===== src/design/oag_pkg.sv =====
// Package of constants and types for the operand address generator
package oag_pkg;

	// ****************************************************************
	// Widths and reset values
	// ****************************************************************
	localparam int             OAG_WORD_W     = 16;
	localparam int             OAG_PHYS_W     = 20;
	localparam int             OAG_SEG_SHIFT  = 4;
	localparam logic [15:0]    OAG_ZERO_WORD  = 16'h0000;
	localparam logic [19:0]    OAG_ZERO_PHYS  = 20'h00000;
	localparam logic [3:0]     OAG_BCD_MAX    = 4'h9;
	localparam int             OAG_LATENCY    = 1;

	// Operand / addressing mode, as delivered by the decoder
	typedef enum logic [3:0] {
		OAG_MODE_REG       = 4'h0,
		OAG_MODE_IMM       = 4'h1,
		OAG_MODE_DIRECT    = 4'h2,
		OAG_MODE_REG_IND   = 4'h3,
		OAG_MODE_BASED     = 4'h4,
		OAG_MODE_INDEXED   = 4'h5,
		OAG_MODE_BASED_IDX = 4'h6,
		OAG_MODE_BIDX_DISP = 4'h7
	} oag_mode_type;

	// Kind of memory reference
	typedef enum logic [2:0] {
		OAG_REF_DATA   = 3'h0,
		OAG_REF_FETCH  = 3'h1,
		OAG_REF_STACK  = 3'h2,
		OAG_REF_STRDST = 3'h3,
		OAG_REF_STRSRC = 3'h4
	} oag_ref_type;

	// Segment register selector
	typedef enum logic [1:0] {
		OAG_SEG_EXTRA = 2'h0,
		OAG_SEG_CODE  = 2'h1,
		OAG_SEG_STACK = 2'h2,
		OAG_SEG_DATA  = 2'h3
	} oag_seg_type;

	// Register indirect selector
	typedef enum logic [1:0] {
		OAG_IND_SRC_IDX = 2'h0,
		OAG_IND_DST_IDX = 2'h1,
		OAG_IND_GEN_BASE = 2'h2,
		OAG_IND_BASE_PTR = 2'h3
	} oag_ind_type;

endpackage : oag_pkg


===== src/design/oag_top.sv =====
`timescale 1ns/1ps
// Operand address generator: segment choice and effective offset

module oag_top
	import oag_pkg::*;
(
	input  wire logic         clk,
	input  wire logic         rst_b,
	input  wire logic         req_valid,
	input  wire oag_mode_type req_mode,
	input  wire oag_ref_type  req_ref,
	input  wire logic         base_sel_bp,
	input  wire logic         index_sel_di,
	input  wire oag_ind_type  ind_sel,
	input  wire logic         disp_is_word,
	input  wire logic [15:0]  disp,
	input  wire logic         override_valid,
	input  wire oag_seg_type  override_seg,
	input  wire logic [15:0]  data_segment_reg,
	input  wire logic [15:0]  code_segment_reg,
	input  wire logic [15:0]  stack_segment_reg,
	input  wire logic [15:0]  extra_segment_reg,
	input  wire logic [15:0]  general_base_reg,
	input  wire logic [15:0]  base_pointer_reg,
	input  wire logic [15:0]  src_index_reg,
	input  wire logic [15:0]  dest_index_reg,
	input  wire logic [15:0]  acc_extension_reg,
	input  wire logic [15:0]  accumulator_reg,
	input  wire logic [7:0]   check_byte,
	output logic              addr_valid,
	output logic              no_mem,
	output oag_seg_type       seg_sel,
	output logic [15:0]       seg_value,
	output logic [15:0]       offset,
	output logic [19:0]       phys_addr,
	output logic [31:0]       double_word,
	output logic              double_neg,
	output logic              bcd_valid
);

	// ****************************************************************
	// Helper functions
	// ****************************************************************

	// Displacement as used in the sum
	function automatic logic [15:0] disp_ext(input logic [15:0] d,
		input logic is_word);
		logic [15:0] r;
		r = is_word ? d : {{8{d[7]}}, d[7:0]};
		return r;
	endfunction : disp_ext

	// Three-term 16-bit sum with carry dropped
	function automatic logic [15:0] sum16(input logic [15:0] a,
		input logic [15:0] b, input logic [15:0] c);
		logic [17:0] s;
		s = {2'b00, a} + {2'b00, b} + {2'b00, c};
		return s[15:0];
	endfunction : sum16

	// Segment value for a selector
	function automatic logic [15:0] seg_word(input oag_seg_type s,
		input logic [15:0] d, input logic [15:0] c,
		input logic [15:0] st, input logic [15:0] e);
		logic [15:0] r;
		case (s)
			OAG_SEG_DATA:  r = d;
			OAG_SEG_CODE:  r = c;
			OAG_SEG_STACK: r = st;
			default:       r = e;
		endcase
		return r;
	endfunction : seg_word

	// ****************************************************************
	// Address components
	// ****************************************************************
	logic [15:0]  base_val;
	logic [15:0]  index_val;
	logic [15:0]  disp_val;
	logic [15:0]  ind_val;
	logic         uses_bp;
	logic [15:0]  next_offset;
	logic         next_no_mem;
	oag_seg_type  implied_seg;
	oag_seg_type  next_seg;

	// Base and index register choice
	assign base_val  = base_sel_bp ? base_pointer_reg
		: general_base_reg;
	assign index_val = index_sel_di ? dest_index_reg
		: src_index_reg;
	assign disp_val  = disp_ext(disp, disp_is_word);

	// Register indirect source
	always_comb begin
		case (ind_sel)
			OAG_IND_SRC_IDX:  ind_val = src_index_reg;
			OAG_IND_DST_IDX:  ind_val = dest_index_reg;
			OAG_IND_GEN_BASE: ind_val = general_base_reg;
			default:          ind_val = base_pointer_reg;
		endcase
	end

	// Effective offset per mode
	always_comb begin
		next_no_mem = 1'b0;
		case (req_mode)
			OAG_MODE_DIRECT:
				next_offset = disp_val;
			OAG_MODE_REG_IND:
				next_offset = ind_val;
			OAG_MODE_BASED:
				next_offset = sum16(disp_val, base_val,
					OAG_ZERO_WORD);
			OAG_MODE_INDEXED:
				next_offset = sum16(disp_val, index_val,
					OAG_ZERO_WORD);
			OAG_MODE_BASED_IDX:
				next_offset = sum16(base_val, index_val,
					OAG_ZERO_WORD);
			OAG_MODE_BIDX_DISP:
				next_offset = sum16(base_val, index_val,
					disp_val);
			default: begin
				next_offset = OAG_ZERO_WORD;
				next_no_mem = 1'b1;
			end
		endcase
	end

	// Does the offset involve the base pointer
	always_comb begin
		case (req_mode)
			OAG_MODE_REG_IND:
				uses_bp = (ind_sel == OAG_IND_BASE_PTR);
			OAG_MODE_BASED, OAG_MODE_BASED_IDX, OAG_MODE_BIDX_DISP:
				uses_bp = base_sel_bp;
			default:
				uses_bp = 1'b0;
		endcase
	end

	// ****************************************************************
	// Segment selection
	// ****************************************************************

	// Implied segment from reference kind
	always_comb begin
		case (req_ref)
			OAG_REF_FETCH:  implied_seg = OAG_SEG_CODE;
			OAG_REF_STACK:  implied_seg = OAG_SEG_STACK;
			OAG_REF_STRDST: implied_seg = OAG_SEG_EXTRA;
			default:
				implied_seg = uses_bp ? OAG_SEG_STACK
					: OAG_SEG_DATA;
		endcase
	end

	// Override applies to data and string source operands only
	always_comb begin
		if (override_valid && req_ref != OAG_REF_FETCH &&
			req_ref != OAG_REF_STACK &&
			req_ref != OAG_REF_STRDST) begin
			next_seg = override_seg;
		end else begin
			next_seg = implied_seg;
		end
	end

	// ****************************************************************
	// Registered result toward the bus unit
	// ****************************************************************
	always_ff @(posedge clk or negedge rst_b) begin
		if (!rst_b) begin
			addr_valid <= 1'b0;
			no_mem     <= 1'b0;
			seg_sel    <= OAG_SEG_DATA;
			seg_value  <= OAG_ZERO_WORD;
			offset     <= OAG_ZERO_WORD;
		end else begin
			addr_valid <= req_valid && !next_no_mem;
			no_mem     <= req_valid && next_no_mem;
			if (req_valid) begin
				seg_sel   <= next_seg;
				seg_value <= seg_word(next_seg, data_segment_reg,
					code_segment_reg, stack_segment_reg,
					extra_segment_reg);
				offset    <= next_offset;
			end
		end
	end

	// Physical address: segment times sixteen plus offset
	always_ff @(posedge clk or negedge rst_b) begin
		if (!rst_b) begin
			phys_addr <= OAG_ZERO_PHYS;
		end else if (req_valid) begin
			phys_addr <= {next_seg_word(), 4'h0}
				+ {4'h0, next_offset};
		end
	end

	// Segment word of the pending selection
	function automatic logic [15:0] next_seg_word();
		return seg_word(next_seg, data_segment_reg, code_segment_reg,
			stack_segment_reg, extra_segment_reg);
	endfunction : next_seg_word

	// ****************************************************************
	// Data-type conventions
	// ****************************************************************
	logic [15:0] byte_sext_unused;

	oag_data_check u_data_check (
		.byte_val          (check_byte),
		.acc_extension_reg (acc_extension_reg),
		.accumulator_reg   (accumulator_reg),
		.byte_sext         (byte_sext_unused),
		.double_word       (double_word),
		.double_neg        (double_neg),
		.bcd_valid         (bcd_valid)
	);

endmodule : oag_top


===== src/design/oag_data_check.sv =====
`timescale 1ns/1ps
// Data-type helper: sign extension, double word and packed decimal checks
module oag_data_check
	import oag_pkg::*;
(
	input  wire logic [7:0]  byte_val,
	input  wire logic [15:0] acc_extension_reg,
	input  wire logic [15:0] accumulator_reg,
	output logic      [15:0] byte_sext,
	output logic      [31:0] double_word,
	output logic             double_neg,
	output logic             bcd_valid
);

	// ****************************************************************
	// Two's complement extension of a byte
	// ****************************************************************
	assign byte_sext = {{8{byte_val[7]}}, byte_val};

	// ****************************************************************
	// Double word from the extension and accumulator pair
	// ****************************************************************
	assign double_word = {acc_extension_reg, accumulator_reg};
	assign double_neg  = acc_extension_reg[15];

	// ****************************************************************
	// Packed decimal: each nibble at most nine
	// ****************************************************************
	assign bcd_valid = (byte_val[7:4] <= OAG_BCD_MAX) &&
		(byte_val[3:0] <= OAG_BCD_MAX);

endmodule : oag_data_check


===== config.mk =====
export PLATFORM = sky130hd
export DESIGN_NAME = oag_top
export DESIGN_NICKNAME = d
export VERILOG_FILES = /design/src/design/oag_pkg.sv /design/src/design/oag_top.sv /design/src/design/oag_data_check.sv
export SDC_FILE = /design/constraint.sdc
export NUM_CORES = 1
export LEC_CHECK = 0
export BUFFER_PORTS_ARGS = -buffer_cell sky130_fd_sc_hd__buf_2
export CORE_MARGIN = 10
export CORE_UTILIZATION = 44
export DETAILED_ROUTE_END_ITERATION = 10
export GPL_TIMING_DRIVEN = 0
export PLACE_DENSITY = 0.8
export SETUP_SLACK_MARGIN = 0.02
export SLEW_MARGIN = 25
export SYNTH_ARGS = -nofsm -noshare
export SYNTH_HDL_FRONTEND = slang
export SYNTH_HIERARCHICAL = 1
export SYNTH_SLANG_ARGS = --single-unit

===== constraint.sdc =====
create_clock -name clk -period 1 [get_ports clk]
set_input_delay 0.1 -clock clk [delete_from_list [all_inputs] [get_ports clk]]
set_output_delay 0.1 -clock clk [all_outputs]
set_load 0.02 [all_outputs]

==> results.yml <==
timing:
  rsz0062_at_grt: "true"
  slew_headroom: 0.4601
  hold_ws_ps: 131.0
  hold_violations: 0
  max_freq_ghz: 0.1917
  fin_crit_sh: 5.216
  drv_slew: 0
  setup_viol: 57
  finalCriticalPeriod_ps: 5216
  tns_ps: -107660
  finClkSkew_ps: 0
  worst_slew_pin_slew_ps: 809.9
  final.setup.worst_slack_ps: -4216
drt:
  wl_mm: 29.49
  viasPerCell: 5.864
  dr.first_iter.drc_count: 574
  vias: 7353
  routedWlPerCell_um: 23.52
  drcViolationCount: 0
  firstDrtPassIters: 5
  antenna_left: 0
global_routing:
  grt_antenna_before_repair: 0
  grt_pass1_wl_mm: 39.32
  gr-total-overflow: 0
  grt_pass1_vias: 7441
  grt_max_degree: 53
  track_usage: 0.2444
floorplan:
  die_width_um: 140.5
  core_region_area_mm2: 0.01404
  die_y_um: 140.5
  pin_count: 292
  start_util: 0.4550
  die-area_mm2: 0.01974
  rows: 43
synthesis:
  synthCells: 711
  syn-num-nets: 959
  synthesis.area_mm2: 0.006389
  synth_area_per_cell_um2: 8.985
  synth_warnings: 6
power_and_ir_drop:
  seqPwrFrac: 0.204
  internal_power_mw: 8.555
  power.switching_mw: 5.952
  switching_share: 0.4103
  p_leak_nw: 4.941
  peakVddDrop_mv: 0.6674
  power_density_mw_per_mm2: 1388
  p_clk_frac: 0.142
  p_total_mw: 14.51
  power_frac_comb: 0.654
place:
  place_area_mm2: 0.008308
  io_buffer_count: 250
  dp_slack_ps: -4661
  dp_cells: 1141
  place_congestion: 0.9914
  dp_hpwl_mm: 20.17
critical_path:
  path_depth: 29
  crit_slowest_cell: "or3_4"
  cp-end-kind: "register"
  worstSetupPathType: "in2reg"
  r2r_start: "phys_addr[13]"
  reg2reg_depth: 2
  rr_endpoint: "phys_addr[13]"
  startpoint: "index_sel_di"
  startpoint_type: "input port"
  critPathBufInv: 4
  cp_slowest_stage_delay_ps: 430
  regToRegSetupSlack_ps: 30
  worstPathRequired_ps: 1150
  critPathTopFamily: "compound AO/OA/AOI/OAI gates"
  crit_path_end: "phys_addr[19]"
  cp_data_arrival_time_ps: 5370
  cp_max_fo: 4
job:
  maxCapViolCount: 0
cells_and_area:
  final_cell_area_mm2: 0.01045
  fillers: 983
  drive_gt1_frac: 0.6164
  antenna_cells: 0
  finish.net_count: 1321
  post-route-util: 0.7443
  final_cells: 1254
  syn2layout_area_growth_pct: 63.59
worst_hold_path:
  hold_class: "in2reg"
clock_network:
  cts_tree: "done"
  cts_buffer_depth: 2
  clk_pin_slew_ps: 70
  clockRootBuffer: "clkbuf_16"
  clock_latency_ps: 290
  cts_buffers: 5
  cts.sinks: 52
  htree_levels: 2
status:
  violations: "negative setup slack"
  status: "finished, violations left"
==> worst min-delay path by stage <==
stage	endpoint	startpoint	slack, ps	cells after the start
floorplan	addr_valid	rst_b	-200	0
global placement	seg_value[0]	rst_b	380	1
detailed placement	seg_value[3]	rst_b	170	1
CTS	no_mem	req_mode[3]	160	3
global route	no_mem	req_mode[3]	160	3
finish	no_mem	req_mode[3]	130	3
==> repair_timing <==
action / CTS / global route
hold buffers: 1 / 0
gates resized for setup: 124 / 130
hold endpoints to repair: 50 / 0
pin swaps: 37 / 42
endpoints found under the setup margin: 59 / 66
setup buffers: 42 / 61
cloned: 0 / 1
==> per-layer routing <==
| metal | global-route usage | wire, um | vias up |
|---|---|---|---|
| met2 | 0.4483 | 15110 | 416 |
| met1 | 0.2653 | 10780 | 3547 |
| met5 | 0 | 0 | - |
| li1 | - | - | 3322 |
| met4 | 0.07500 | 926 | 0 |
| met3 | 0.06660 | 2673 | 68 |
==> power by group through the flow <==
stage	logic, mW	clock network, mW	registers [mW]
finish	9.49	2.05	2.97
global route	10.0	2.15	3.01
CTS	7.87	2.07	2.89
detailed placement	6.72	0	2.92
global placement	6.62	0	2.87
floorplan	4.10	0	3.52
==> registers in the layout, summed over array words and instances (netlist names) <==
register / count
no_mem: 1
addr_valid: 1
seg_value: 16
phys_addr: 20
seg_sel: 2
offset: 12
==> cell usage in the layout (no fill, tap or decap), drive strengths merged, types with 4 or more instances in the layout <==
master / n
buf: 408
mux2: 66
a21oi: 63
dfrtp: 50
nor2: 43
ha: 43
nand2: 35
mux2i: 35
o21ai: 27
xnor2: 26
clkbuf: 25
nor2b: 24
inv: 22
a211oi: 19
mux4: 16
a21o: 15
nor3: 15
nand2b: 13
xor2: 11
o21bai: 10
nand3: 10
o21a: 8
a22oi: 7
a31oi: 7
a221o: 6
and3: 5
o22ai: 4
a22o: 4
a21boi: 4
or3: 4
o31ai: 4
==> final cells by class <==
cell class / count / area [um^2] / share of cell area
buffer: 73 / 695.7 / 0.06656
clock buffer: 6 / 138.9 / 0.01329
clock inverter: 2 / 38.79 / 0.003711
inverter: 22 / 82.58 / 0.007901
multi-input combinational: 564 / 5668 / 0.5423
sequential: 52 / 1304 / 0.1247
tap: 180 / 225.2 / 0.02155
timing repair buffer: 355 / 2298 / 0.2199
==> worst min-delay path, stage by stage <==
cell	delay, ps
buf_6	110
nor2_1	70
nor2b_1	100
Power figures use the tool's default switching activity.
